===== config.mk =====
export PLATFORM = sky130hd
export DESIGN_NAME = pll_ratio_strap_decode
export DESIGN_NICKNAME = d
export VERILOG_FILES = /design/src/clk_div_enable.v /design/src/pll_ratio_strap_decode.v
export VERILOG_INCLUDE_DIRS = /design/src
export SDC_FILE = /design/constraint.sdc
export NUM_CORES = 1
export LEC_CHECK = 0
export ABC_AREA = 1
export BUFFER_PORTS_ARGS = -buffer_cell sky130_fd_sc_hd__buf_2
export CORE_MARGIN = 4
export CORE_UTILIZATION = 49
export DETAILED_ROUTE_END_ITERATION = 10
export PLACE_DENSITY = 0.91
export RECOVER_POWER = 25
export SLEW_MARGIN = 20
export SYNTH_ARGS = -nofsm -noshare
export SYNTH_HDL_FRONTEND = slang
export SYNTH_SLANG_ARGS = --single-unit

===== constraint.sdc =====
create_clock -name core_clk_in -period 3.4 [get_ports core_clk_in]
set_input_delay 0.68 -clock core_clk_in [delete_from_list [all_inputs] [get_ports core_clk_in]]
set_output_delay 0.68 -clock core_clk_in [all_outputs]
set_load 0.005 [all_outputs]

===== src/clk_strap_regs.vh =====
// Constants for the reset-time clock ratio strap decoder.
// Assumes one 100 MHz system clock and a synchronous active-high reset.
// Functional notes
// - Decode 4-bit platform strap; nine codes reserved
// - Decode 5-bit core strap into six ratios
// - Memory clock is half platform clock
// - Local clock is platform divided by divider
// - Strap pull-ups enabled during reset and for one cycle after it
`ifndef CLK_STRAP_REGS_VH
`define CLK_STRAP_REGS_VH

// ==========================================================
// Avalon register map (word addresses x4)
`define REG_STATUS 4'h0
`define REG_DIVIDER 4'h4
`define REG_STATUS_RST 32'h0000_0000
`define DIVIDER_RST 8'h04
`define DIVIDER_MIN 8'h02
`define DIV_MSB 7
`define DIV_COUNT_RST 8'h00
`define DIV_STEP 8'h01
`define READ_IDLE 32'h0000_0000

// ==========================================================
// Platform ratio strap codes
`define PLAT_2 4'h2
`define PLAT_3 4'h3
`define PLAT_4 4'h4
`define PLAT_5 4'h5
`define PLAT_6 4'h6
`define PLAT_8 4'h8
`define PLAT_9 4'h9
`define RATIO_NONE 4'h0
`define RATIO_W 4

// ==========================================================
// Core ratio strap codes; ratio held in halves
`define CORE_2_0 5'h08
`define CORE_2_5 5'h0C
`define CORE_3_0 5'h10
`define CORE_3_5 5'h1C
`define CORE_4_0 5'h14
`define CORE_4_5 5'h0E
`define HALVES_2_0 4'h4
`define HALVES_2_5 4'h5
`define HALVES_3_0 4'h6
`define HALVES_3_5 4'h7
`define HALVES_4_0 4'h8
`define HALVES_4_5 4'h9

// ==========================================================
// Field positions in the status word
`define ST_PLAT_LSB 0
`define ST_CORE_LSB 8
`define ST_PVALID 16
`define ST_CVALID 17
`define ST_LATCHED 18

`endif


===== src/clk_div_enable.v =====
// Divider making a one-cycle enable every divide_in cycles.
// Assumes divide_in is at least 2; a smaller new value may cut a count short.
`timescale 1ns/1ps
`include "clk_strap_regs.vh"
module clk_div_enable (
  input wire core_clk_in,
  input wire rst_in,
  input wire [7:0] divide_in,
  output reg tick_out
);
  reg [7:0] count_r;
  reg [7:0] count_nxt;

  always @* begin
    count_nxt = count_r + `DIV_STEP;
    if (count_nxt >= divide_in) begin
      count_nxt = `DIV_COUNT_RST;
    end
  end

  always @(posedge core_clk_in) begin
    if (rst_in) begin
      count_r <= `DIV_COUNT_RST;
      tick_out <= 1'b0;
    end else begin
      count_r <= count_nxt;
      tick_out <= (count_nxt == `DIV_COUNT_RST);
    end
  end
endmodule


===== src/pll_ratio_strap_decode.v =====
// Strap sampling, ratio decode and derived clock enables.
// Assumes core_clk_in stands for the platform clock; board drives the straps.
//
// The implementer's own choices: the Avalon-MM slave port and the placing of the registers.
`timescale 1ns/1ps
`include "clk_strap_regs.vh"
module pll_ratio_strap_decode (
  input wire core_clk_in,
  input wire rst_in,
  input wire [3:0] platform_ratio_strap_in,
  input wire [4:0] core_ratio_strap_in,
  output wire strap_pullup_en_out,
  output reg [3:0] platform_ratio_out,
  output reg [3:0] core_ratio_halves_out,
  output reg platform_valid_out,
  output reg core_valid_out,
  output reg config_invalid_out,
  output wire memory_bus_clk_en_out,
  output wire local_bus_clock_out,
  input wire [3:0] avs_address,
  input wire avs_read,
  input wire avs_write,
  input wire [31:0] avs_writedata,
  output reg [31:0] avs_readdata,
  output wire avs_waitrequest
);
  // ==========================================================
  // Declarations
  localparam [2:0] ST_ARMED = 3'b001;
  localparam [2:0] ST_HOLD = 3'b010;
  localparam [2:0] ST_FAULT = 3'b100;

  reg [2:0] state_r;
  reg [2:0] state_nxt;
  reg [3:0] plat_dec;
  reg [3:0] core_dec;
  reg plat_ok;
  reg core_ok;
  reg mem_phase_r;
  reg [7:0] local_bus_clock_divider_r;
  reg ack_r;
  reg [31:0] status_word;
  reg [31:0] read_word;
  wire sample_now;
  wire latched;
  wire bus_req;
  wire div_write;
  wire div_legal;

  // ==========================================================
  // Platform ratio decode
  always @* begin
    plat_ok = 1'b1;
    case (platform_ratio_strap_in)
      `PLAT_2, `PLAT_3, `PLAT_4, `PLAT_5, `PLAT_6, `PLAT_8, `PLAT_9: begin
        plat_dec = platform_ratio_strap_in;
      end
      default: begin
        // Reserved codes carry no ratio at all
        plat_dec = `RATIO_NONE;
        plat_ok = 1'b0;
      end
    endcase
  end

  // ==========================================================
  // Core ratio decode, in halves so 2.5:1 stays an integer
  always @* begin
    core_ok = 1'b1;
    case (core_ratio_strap_in)
      `CORE_2_0: begin
        core_dec = `HALVES_2_0;
      end
      `CORE_2_5: begin
        core_dec = `HALVES_2_5;
      end
      `CORE_3_0: begin
        core_dec = `HALVES_3_0;
      end
      `CORE_3_5: begin
        core_dec = `HALVES_3_5;
      end
      `CORE_4_0: begin
        core_dec = `HALVES_4_0;
      end
      `CORE_4_5: begin
        core_dec = `HALVES_4_5;
      end
      default: begin
        core_dec = `RATIO_NONE;
        core_ok = 1'b0;
      end
    endcase
  end

  // ==========================================================
  // Capture sequencer
  // Armed through reset and one cycle past it; straps settle from the pull-ups
  always @* begin
    case (state_r)
      ST_ARMED: begin
        if (plat_ok && core_ok) begin
          state_nxt = ST_HOLD;
        end else begin
          state_nxt = ST_FAULT;
        end
      end
      ST_HOLD: begin
        state_nxt = ST_HOLD;
      end
      ST_FAULT: begin
        state_nxt = ST_FAULT;
      end
      default: begin
        // A corrupt code must never re-arm the capture
        state_nxt = ST_FAULT;
      end
    endcase
  end

  always @(posedge core_clk_in) begin
    if (rst_in) begin
      state_r <= ST_ARMED;
    end else begin
      state_r <= state_nxt;
    end
  end

  assign sample_now = (state_r == ST_ARMED);
  assign latched = ~sample_now;
  assign strap_pullup_en_out = rst_in | sample_now;

  // ==========================================================
  // Ratio latch, once per reset
  always @(posedge core_clk_in) begin
    if (rst_in) begin
      platform_ratio_out <= `RATIO_NONE;
      core_ratio_halves_out <= `RATIO_NONE;
      platform_valid_out <= 1'b0;
      core_valid_out <= 1'b0;
      config_invalid_out <= 1'b0;
    end else if (sample_now) begin
      platform_ratio_out <= plat_dec;
      core_ratio_halves_out <= core_dec;
      platform_valid_out <= plat_ok;
      core_valid_out <= core_ok;
      config_invalid_out <= ~(plat_ok & core_ok);
    end
  end

  // ==========================================================
  // Derived clock enables
  always @(posedge core_clk_in) begin
    if (rst_in) begin
      mem_phase_r <= 1'b0;
    end else begin
      mem_phase_r <= ~mem_phase_r;
    end
  end
  assign memory_bus_clk_en_out = mem_phase_r;

  clk_div_enable u_local_div (
    .core_clk_in(core_clk_in),
    .rst_in(rst_in),
    .divide_in(local_bus_clock_divider_r),
    .tick_out(local_bus_clock_out)
  );

  // ==========================================================
  // Avalon slave, one wait cycle per access
  // Writes land at the edge that completes the transfer, not the first one
  assign bus_req = avs_read | avs_write;
  assign avs_waitrequest = bus_req & ~ack_r;
  assign div_write = avs_write & ack_r & (avs_address == `REG_DIVIDER);
  // Below two would leave the local clock stuck
  assign div_legal = (avs_writedata[`DIV_MSB:0] >= `DIVIDER_MIN);

  always @(posedge core_clk_in) begin
    if (rst_in) begin
      ack_r <= 1'b0;
    end else begin
      ack_r <= avs_waitrequest;
    end
  end

  always @(posedge core_clk_in) begin
    if (rst_in) begin
      local_bus_clock_divider_r <= `DIVIDER_RST;
    end else if (div_write && div_legal) begin
      local_bus_clock_divider_r <= avs_writedata[`DIV_MSB:0];
    end
  end

  // ==========================================================
  // Read words
  always @* begin
    status_word = `READ_IDLE;
    status_word[`ST_PLAT_LSB +: `RATIO_W] = platform_ratio_out;
    status_word[`ST_CORE_LSB +: `RATIO_W] = core_ratio_halves_out;
    status_word[`ST_PVALID] = platform_valid_out;
    status_word[`ST_CVALID] = core_valid_out;
    status_word[`ST_LATCHED] = latched;
    read_word = `READ_IDLE;
    case (avs_address)
      `REG_STATUS: begin
        read_word = status_word;
      end
      `REG_DIVIDER: begin
        read_word[`DIV_MSB:0] = local_bus_clock_divider_r;
      end
      default: begin
        // Unmapped addresses read as zero
        read_word = `READ_IDLE;
      end
    endcase
  end

  // Loaded on the waiting edge, so it stands when waitrequest drops
  always @(posedge core_clk_in) begin
    if (rst_in) begin
      avs_readdata <= `REG_STATUS_RST;
    end else if (avs_read && !ack_r) begin
      avs_readdata <= read_word;
    end
  end
endmodule


==> impl_metrics.tcl, run 1 <==
set metrics [dict create \
    layout.nets 433 \
    holdCritPathClass "flop to flop" \
    pre_cts_ws_ns 0.8455 \
    p_total_mw 1.310 \
    drt-vias-per-instance 5.079 \
    synth_compound_area_share_pct 14.04 \
    ys.flop_type "dfxtp_1" \
    fp.dieW_um 77.16 \
    postCtsResizedCells 0 \
    area_growth_pct 14.84 \
    fin_crit_sh_pct 79.03 \
    clock_sinks 48 \
    wl_um 5349 \
    drcViolationCount 0 \
    hold_viol 0 \
    fmax_ghz 0.3721 \
    hpwlAfterDp_um 3896 \
    antenna_left 0 \
    grt_max_degree 34 \
    place_inst 420 \
    first_iter_violations 99 \
    drtPass1Iterations 4 \
    num_antenna_cells 0 \
    fp.dieH_um 77.16 \
    async_reset_ff_share_pct 0 \
    setup_viol 0 \
    finalWorstSetupSlack_ns 0.7129 \
    max-cap-violations 0 \
    overflow 0 \
    pwr_density_cell_mw_per_mm2 486.8 \
    gp_congestion 0.8303 \
    synth_cell_types 33 \
    setup.worst_path.end_class "flop" \
    finalSetupTns_ns 0 \
    status "complete, no violations" \
    worstPathRequired_ns 3.60 \
    cp_cell_sequence "ha_1, nand3_1, xor2_1, inv_1, ha_1, a21oi_1, o21ai_0, a21oi_1, o21ai_0, nand3_1, nor2_1" \
    start_kind "flop" \
    cts_hold_buf 0 \
    synth_fa_ha_area_share_pct 4.805 \
    worst-path-stages 11 \
    grt_pass1_vias 2131 \
    crit_arrival_ns 2.88 \
    vias 2174 \
    slew_headroom_pct 9.236 \
    synth_top_family_by_area "simple AND/OR/NAND/NOR gates" \
    path_class "flop to flop" \
    groute.usage.overall_pct 18.28 \
    drive_above_1_share_pct 18.88 \
    detail_route.wl_per_cell_um 12.50 \
    p_leak_nw 1.386 \
    clk_latency_ns 0.30 \
    synth_area_mm2 0.002343 \
    initial_core_util_pct 52.03 \
    synth_xor_area_share_pct 1.121 \
    avgSynthCellArea_um2 7.278 \
    hold_path_depth 1 \
    min_period_ns 2.687 \
    met1_usage_pct 20.96 \
    fin_skew_ns 0.01173 \
    cp_num_buf_inv 1 \
    clk_pin_slew_ns 0.09 \
    synthSimpleGateAreaFrac_pct 24.19 \
    worst_pin_slew_ns 1.361 \
    portBuffers 54 \
    fin_util_pct 59.75 \
    use_met2_pct 31.43 \
    post_cts_buffers 0 \
    yosysWarnings 0 \
    io_pins 96 \
    clk_path_buf_depth 2 \
    seq_area_frac_synth_pct 41.00 \
    vdd_drop_max_mv 0.3254 \
    crit_slowest_cell "a21oi_1" \
    synth_mux_area_share_pct 0 \
    top_usage_layer "met2" \
    rr_worst_depth 11 \
    grt_pass1_wl_um 8963 \
    ys_seq_elements 48 \
    stdcell_count 428 \
    drv_slew 0 \
    clockRootBuffer "clkbuf_8" \
    max_stage_delay_ns 0.64 \
    antenna_found_initial 0 \
    cts_htree_levels 2 \
    rows 24 \
    grtUsageMet3_pct 4.450 \
    coreArea_mm2 0.004504 \
    rsz0062_at_grt "false" \
    die_area_mm2 0.005953 \
    syn_inst 322 \
    cts_made_buffers 5 \
    n_fill_cell 391 \
    crit_fanout 11 \
    cts_tree "done" \
    crit_family "compound AO/OA/AOI/OAI gates" \
    synth_edf_count 0 \
]
synthesized netlist by cell type, drive strengths merged, types with 4 or more instances:
cell type | count | area, µm²
inv | 43 | 161.4
o221ai | 4 | 35.03
nor2 | 46 | 180.2
nand3 | 15 | 80.08
nor3 | 5 | 41.29
o21ai | 33 | 165.2
buf | 22 | 161.4
a21oi | 17 | 88.84
clkbuf | 4 | 16.26
ha | 9 | 112.6
nand2 | 59 | 224.0
dfxtp | 48 | 960.9
where the power goes:
part           internal [mW]  total (mW)  switching (mW)
clock network          0.240       0.430           0.190
logic                 0.0934       0.246           0.153
registers              0.603       0.634          0.0308
total                  0.937        1.31           0.373
per-layer routing:
layer / share of wire, % / vias up
met5: 0 / -
met4: 2.1 / 0
met3: 7.4 / 15
met2: 49 / 91
met1: 41 / 965
li1: - / 1103
cell type report:
class	instances	area, µm²	share of cell area, %
Tap cell	52	65.06	2.417
Multi-Input combinational cell	220	1099	40.82
Inverter	44	166.4	6.183
Clock inverter	2	38.79	1.441
Timing Repair Buffer	56	279.0	10.37
Clock buffer	6	82.58	3.068
Sequential cell	48	960.9	35.70
state kept, by name, summed over array words and instances (netlist names):
signal,cells
u_local_div.count_r,8
platform_ratio_out,4
platform_valid_out,1
core_valid_out,1
config_invalid_out,1
ack_r,1
memory_bus_clk_en_out,1
state_r,3
local_bus_clock_divider_r,8
avs_readdata,15
u_local_div.tick_out,1
core_ratio_halves_out,4
worst paths after layout:
kind / startpoint / endpoint / slack (ns)
worst max-delay path: u_local_div.count_r[0]$_SDFF_PP0_ / u_local_div.tick_out$_SDFF_PP0_ / 0.71
worst min-delay path: memory_bus_clk_en_out$_SDFF_PP0_ / memory_bus_clk_en_out$_SDFF_PP0_ / 0.41
worst max register to register: u_local_div.count_r[0]$_SDFF_PP0_ / u_local_div.tick_out$_SDFF_PP0_ / 0.71
worst min register to register: memory_bus_clk_en_out$_SDFF_PP0_ / memory_bus_clk_en_out$_SDFF_PP0_ / 0.41
placed cells by master, fill, tap and decap left out, drive strengths merged:
cell and instances:
nand3b 3, buf 53, a21boi 1, nor4 1, clkinv 2, o22ai 2, xor2 3, dfxtp 48
o211ai 1, inv 43, nor2 46, conb 17, a21oi 17, clkbuf 9, o21ai 33, bufinv 1
nand3 15, nor3 5, nand4 2, a31oi 2, nand2 59, o221ai 4, ha 9
metrics by stage:
| stage | hold slack, ns | area (µm²) |
|---|---|---|
| 2_1_floorplan | 0.4164 | 2404 |
| 3_3_place_gp | 0.4003 | 2576 |
| 3_5_place_dp | 0.4016 | 2576 |
| 4_1_cts | 0.4147 | 2698 |
| 5_1_grt | 0.4404 | 2691 |
| 6_report | 0.4113 | 2691 |
cell families after synthesis:
kind of cell / after synthesis
fa+ha+maj: 9
compound gates: 60
flops: 48
buf+inv: 70
xor+xnor: 3
simple gates: 131
other cells: 1
Note: power is estimated with default switching activity, not from simulation.
==> run 2, diff against run 1 <==
--- a/config.mk
+++ b/config.mk
@@ -6,12 +6,12 @@
 export SDC_FILE = /design/constraint.sdc
 export NUM_CORES = 1
 export LEC_CHECK = 0
-export ABC_AREA = 1
+export ABC_AREA = 0
 export BUFFER_PORTS_ARGS = -buffer_cell sky130_fd_sc_hd__buf_2
 export CORE_MARGIN = 4
-export CORE_UTILIZATION = 49
+export CORE_UTILIZATION = 43
 export DETAILED_ROUTE_END_ITERATION = 10
-export PLACE_DENSITY = 0.91
+export PLACE_DENSITY = 0.86
 export RECOVER_POWER = 25
 export SLEW_MARGIN = 20
 export SYNTH_ARGS = -nofsm -noshare
==> constraint.sdc (replaced) <==
create_clock -name core_clk_in -period 2.3 [get_ports core_clk_in]
set_input_delay 0.46 -clock core_clk_in [delete_from_list [all_inputs] [get_ports core_clk_in]]
set_output_delay 0.46 -clock core_clk_in [all_outputs]
set_load 0.005 [all_outputs]
==> run 2 against run 1 <==
  * Count of clock-buffer cells in the layout unchanged
  * Final area unchanged
  * Clock skew decreased by 0.0057 ns
  * Critical endpoint is now u_local_div.count_r[6]$_SDFF_PP0_
  * Largest cell class unchanged
  * Largest power group unchanged
==> impl_metrics.tcl, run 2 <==
set metrics [dict create \
    status "complete, no violations" \
    grt_pass1_wl_um 8431 \
    synth_area_leader_cell "dfxtp_1" \
    hold_viol 0 \
    crit_fanout 8 \
    n_fill_cell 497 \
    clk_path_buf_depth 2 \
    synth_edf_count 0 \
    coreArea_mm2 0.005140 \
    vdd_drop_max_mv 0.2219 \
    min_period_ns 2.220 \
    synth_area_mm2 0.002298 \
    setup.worst_path.end_class "flop" \
    start_kind "flop" \
    clockRootBuffer "clkbuf_8" \
    synth_area_leaders "dfxtp_1, nor2_1, buf_4, ha_1, a21oi_1" \
    die_area_mm2 0.006579 \
    gp_congestion 0.8159 \
    synth_top_area_share_pct 41.81 \
    synth_commonest_cells "dfxtp_1, nor2_1, a21oi_1" \
    async_reset_ff_share_pct 0 \
    path_class "flop to flop" \
    syn_inst 268 \
    area_growth_pct 17.09 \
    crit_arrival_ns 2.45 \
    fin_skew_ns 0.006037 \
    drt-met1-wl_um 2106 \
    detail_route.wl_per_cell_um 13.06 \
    cts_htree_levels 2 \
    fp.dieW_um 81.11 \
    clk_pin_slew_ns 0.09 \
    fp.dieH_um 81.11 \
    drive_above_1_share_pct 22.09 \
    seq_area_frac_synth_pct 41.81 \
    crit_slowest_cell "a311o_2" \
    crit_path_start "u_local_div.count_r[2]$_SDFF_PP0_" \
    drv_slew 0 \
    worst_pin_slew_ns 1.036 \
    antenna_found_initial 0 \
    clock_sinks 48 \
    first_iter_violations 150 \
    initial_core_util_pct 44.72 \
    yosysWarnings 0 \
    max_flop_register "avs_readdata" \
    worstPathRequired_ns 2.53 \
    cp_cell_sequence "buf_4, nand3_1, xor2_1, inv_1, ha_1, a2111o_1, a311o_2, a21oi_1" \
    final_common_cell "buf_2" \
    num_antenna_cells 0 \
    max-cap-violations 0 \
    rows 26 \
    yosysMostFrequentCell "dfxtp_1" \
    most-common-layout-cells "buf_2, dfxtp_1, nor2_1, a21oi_1, conb_1" \
    r2r_slack_ns 0.08 \
    cts_tree "done" \
    avgSynthCellArea_um2 8.576 \
    pwr_density_cell_mw_per_mm2 637.3 \
    cts_made_buffers 5 \
    antenna_left 0 \
    fin_util_pct 52.36 \
    hpwlAfterDp_um 3982 \
    layout.nets 383 \
    ys.flop_type "dfxtp_1" \
    setup_viol 0 \
    portBuffers 54 \
    finalSetupTns_ns 0 \
    ys_seq_elements 48 \
    largest_register_ffs 15 \
    holdCritPathClass "input port to flop" \
    cts_hold_buf 0 \
    grt_max_degree 26 \
    clk_latency_ns 0.30 \
    synth_cell_types 44 \
    drt-vias-per-instance 5.043 \
    cp_num_buf_inv 2 \
    max_stage_delay_ns 0.45 \
    wl_met2_um 2562 \
    fmax_ghz 0.4504 \
    r2r-start "u_local_div.count_r[2]$_SDFF_PP0_" \
    slew_headroom_pct 30.90 \
    io_pins 96 \
    min_from "avs_writedata[2]" \
    overflow 0 \
    drtPass1Iterations 5 \
    maxUsedRoutingLayer "met4" \
    grt_pass1_vias 1921 \
    fin_crit_sh_pct 96.52 \
    p_total_mw 1.715 \
    wl_met3_um 368 \
    wl_um 5171 \
    crit_family "compound AO/OA/AOI/OAI gates" \
    groute.usage.overall_pct 16.18 \
    p_leak_nw 1.194 \
    top_regs "avs_readdata: 15 flops, local_bus_clock_divider_r: 8 flops, u_local_div.count_r: 8 flops" \
    vias 1997 \
    drcViolationCount 0 \
]
==> run 2: changes by cell type in the layout (fill, tap and decap cells not counted), sizes merged, moves of 7 or more <==
cell,before,now
a22oi,0,11
inv,43,14
mux2i,0,10
nand2,59,14
nand2b,0,8
nor2,46,39
o21ai,33,4
==> run 2: power breakdown <==
| part | switching (mW) | internal [mW] |
|---|---|---|
| Clock | 0.271 | 0.240 |
| Sequential | 0.0339 | 0.870 |
| Combinational | 0.171 | 0.129 |
| Total | 0.476 | 1.24 |
==> run 2: kinds of logic (layout without fill, tap and decap cells) <==
logic type | after synthesis | in the layout | synth area share [%]
multiplexers | 10 | 10 | 4.355
XOR/XNOR | 6 | 6 | 2.287
buffers and inverters | 43 | 85 | 10.18
flip-flops | 48 | 48 | 41.81
adder cells (fa/ha/maj) | 9 | 9 | 4.899
AND/OR/NAND/NOR | 102 | 102 | 21.50
AO/OA/AOI/OAI | 49 | 49 | 14.81
other | 1 | 17 | 0.1632
==> run 2: worst reg2reg max path, delay by kind of cell, from the launching register on <==
kind                     cells  cell delay (ns)
AO/OA/AOI/OAI                3             1.01
buffers and inverters        2             0.22
AND/OR/NAND/NOR              1             0.08
flip-flops                   1             0.35
adder cells (fa/ha/maj)      1             0.21
XOR/XNOR                     1             0.28
==> run 2: layer usage <==
metal | vias up | GRT usage [%]
met5 | - | 0
li1 | 1006 | -
met2 | 61 | 27.83
met3 | 11 | 4.545
met1 | 919 | 18.73
met4 | 0 | 6.926
==> run 2: cell type report <==
cell class / count / area, µm² / share of cell area, %
multi-input cells: 193 / 1167 / 43.38
flip-flops and latches: 48 / 963.4 / 35.80
repair buffers: 63 / 327.8 / 12.18
well taps: 70 / 87.58 / 3.254
clock buffers: 6 / 82.58 / 3.068
inverters: 14 / 52.55 / 1.953
clock inverters: 2 / 10.01 / 0.3719
==> run 2: path summary, 6_finish.rpt <==
| check | endpoint | cells past startpoint |
|---|---|---|
| setup / recovery | u_local_div.count_r[6]$_SDFF_PP0_ | 8 |
| hold / removal | local_bus_clock_divider_r[2]$_SDFFE_PP1P_ | 2 |
| setup reg to reg | u_local_div.count_r[6]$_SDFF_PP0_ | 8 |
| hold reg to reg | memory_bus_clk_en_out$_SDFF_PP0_ | 1 |
==> run 2: repair_timing <==
action	CTS	global route
buffers inserted	0	0
hold endpoints to repair	0	0
setup endpoints to repair	0	8
gates resized for setup	0	4
==> run 2: per-stage QoR <==
| step | std cells | worst slack [ns] | hold WS (ns) | instance area, µm² |
|---|---|---|---|---|
| finish | 396 | 0.07997 | 0.3991 | 2691 |
| floorplan | 284 | 0.2242 | 0.4164 | 2359 |
| global placement | 388 | 0.09116 | 0.3967 | 2603 |
| global route | 396 | -0.001838 | 0.3938 | 2691 |
| detailed placement | 388 | 0.03428 | 0.4045 | 2603 |
| CTS | 396 | 0.02323 | 0.3946 | 2695 |
==> run 3, diff against run 2 <==
--- a/config.mk
+++ b/config.mk
@@ -7,11 +7,11 @@
 export NUM_CORES = 1
 export LEC_CHECK = 0
 export ABC_AREA = 0
-export BUFFER_PORTS_ARGS = -buffer_cell sky130_fd_sc_hd__buf_2
 export CORE_MARGIN = 4
-export CORE_UTILIZATION = 43
+export CORE_UTILIZATION = 49
 export DETAILED_ROUTE_END_ITERATION = 10
-export PLACE_DENSITY = 0.86
+export DONT_BUFFER_PORTS = 1
+export PLACE_DENSITY = 0.76
 export RECOVER_POWER = 25
 export SLEW_MARGIN = 20
 export SYNTH_ARGS = -nofsm -noshare
==> run 3 against run 2 <==
  * Sequential power up 0.8%
  * First-iteration DRC count down 1.3%
  * Clock power up 16%
  * Largest cell class unchanged
  * Largest power group unchanged
==> impl_metrics.tcl, run 3 (synthesis gave the netlist of run 2 again) <==
set metrics [dict create \
    status "complete, no violations" \
    vias 1783 \
    die_area_mm2 0.005851 \
    holdCritPathClass "input port to flop" \
    start_kind "flop" \
    final_area_mm2 0.002442 \
    whs_ns 0.1898 \
    multiInputGateArea_mm2 0.001174 \
    fin_skew_ns 0.005464 \
    cts_hold_buf 0 \
    fp.dieH_um 76.49 \
    groute.usage.overall_pct 16.78 \
    clockRootBuffer "clkbuf_8" \
    pre_cts_ws_ns 0.01963 \
    crit_arrival_ns 2.40 \
    top_regs "avs_readdata: 15 flops, local_bus_clock_divider_r: 8 flops, u_local_div.count_r: 8 flops" \
    hpwlAfterDp_um 3589 \
    max-cap-violations 0 \
    cts_tree "done" \
    n_fill_cell 389 \
    post_dp_cell_area_mm2 0.002310 \
    hold_path_depth 0 \
    fin_crit_sh_pct 94.12 \
    largest_register_ffs 15 \
    io_pins 96 \
    worstPathRequired_ns 2.53 \
    finalWorstSetupSlack_ns 0.1353 \
    clock_sinks 48 \
    antenna_found_initial 0 \
    p_leak_nw 0.9747 \
    cts_made_buffers 5 \
    fp.dieW_um 76.49 \
    hold_viol 0 \
    antenna_left 0 \
    layout.nets 330 \
    path_class "flop to flop" \
    setup.worst_path.end_class "flop" \
    vdd_drop_max_mv 0.2789 \
    drive_above_1_share_pct 10.26 \
    stdcell_count 325 \
    overflow 0 \
    portBuffers 0 \
    initial_core_util_pct 51.72 \
    area_growth_pct 6.260 \
    grt_max_degree 44 \
    detail_route.wl_per_cell_um 14.82 \
    first_iter_violations 148 \
    max_flop_register "avs_readdata" \
    rr_worst_depth 8 \
    num_antenna_cells 0 \
    setup_viol 0 \
    coreArea_mm2 0.004444 \
    place_inst 316 \
    pwr_density_cell_mw_per_mm2 712.5 \
    min_period_ns 2.165 \
    finalSetupTns_ns 0 \
    cts_htree_levels 2 \
    wl_um 4816 \
    worst_pin_slew_ns 0.5551 \
    grt_pass1_vias 1662 \
    grt_pass1_wl_um 8017 \
    most-common-layout-cells "dfxtp_1, nor2_1, a21oi_1, conb_1" \
    clk_latency_ns 0.30 \
    drcViolationCount 0 \
    gp_congestion 0.8611 \
    final_common_cell "dfxtp_1" \
    slew_headroom_pct 62.87 \
    fmax_ghz 0.4620 \
    drt-vias-per-instance 5.486 \
    rows 24 \
    clk_path_buf_depth 2 \
    drtPass1Iterations 4 \
    drv_slew 0 \
    seqCellArea_um2 968.4 \
    crit_fanout 8 \
    clk_pin_slew_ns 0.08 \
]
## run 3: changes by cell type in the layout (fill, tap and decap cells not counted), sizes merged
cell and change:
bufinv +1, clkinv -1, buf -47, clkbuf -6
## run 3: repair_timing
action                     4_1_cts  5_1_grt
buffers inserted                 0        1
pin swaps                        0        2
setup endpoints to repair        1        8
gates resized for setup          1        9
## run 3: final timing paths
check,slack [ns],start,endpoint
max,0.14,u_local_div.count_r[1]$_SDFF_PP0_,u_local_div.count_r[7]$_SDFF_PP0_
min,0.19,rst_in,state_r[0]$_SDFF_PP1_
max reg2reg,0.14,u_local_div.count_r[1]$_SDFF_PP0_,u_local_div.count_r[7]$_SDFF_PP0_
min reg2reg,0.45,memory_bus_clk_en_out$_SDFF_PP0_,memory_bus_clk_en_out$_SDFF_PP0_
## run 3: worst max-delay path, cell delays in order (launching register included)
cell,delay (ns)
dfxtp_1,0.39
ha_1,0.21
buf_4,0.13
xor2_1,0.24
ha_1,0.28
o21ai_0,0.14
nand2b_1,0.10
a311o_2,0.48
a21oi_1,0.14
## run 3: per-stage QoR
| stage | utilization (%) | total power, mW |
|---|---|---|
| global placement | 51.97 | 1.146 |
| finish | 54.96 | 1.740 |
| CTS | 54.42 | 1.747 |
| detailed placement | 51.97 | 1.153 |
| global route | 54.96 | 1.829 |
| floorplan | - | 1.127 |
## run 3: cell type report
| cell class | instances | area share [%] |
|---|---|---|
| repair buffers | 10 | 3.074 |
| well taps | 52 | 2.664 |
| multi-input cells | 193 | 48.05 |
| flip-flops and latches | 48 | 39.65 |
| clock buffers | 6 | 2.971 |
| inverters | 14 | 2.152 |
| clock inverters | 2 | 1.434 |
## run 3: layer usage
metal,routed length [µm],GRT usage [%],up-vias,part of all wire [%]
met5,0,0,-,0
met4,109,7.609,0,2.3
met3,374,6.265,8,7.8
met2,2349,27.24,67,49
met1,1983,19.62,811,41
li1,-,-,897,-
## run 3: power breakdown
part	total (mW)	internal, mW	switching (mW)
clock network	0.594	0.323	0.271
logic	0.236	0.107	0.129
registers	0.911	0.872	0.0386
total	1.74	1.30	0.439
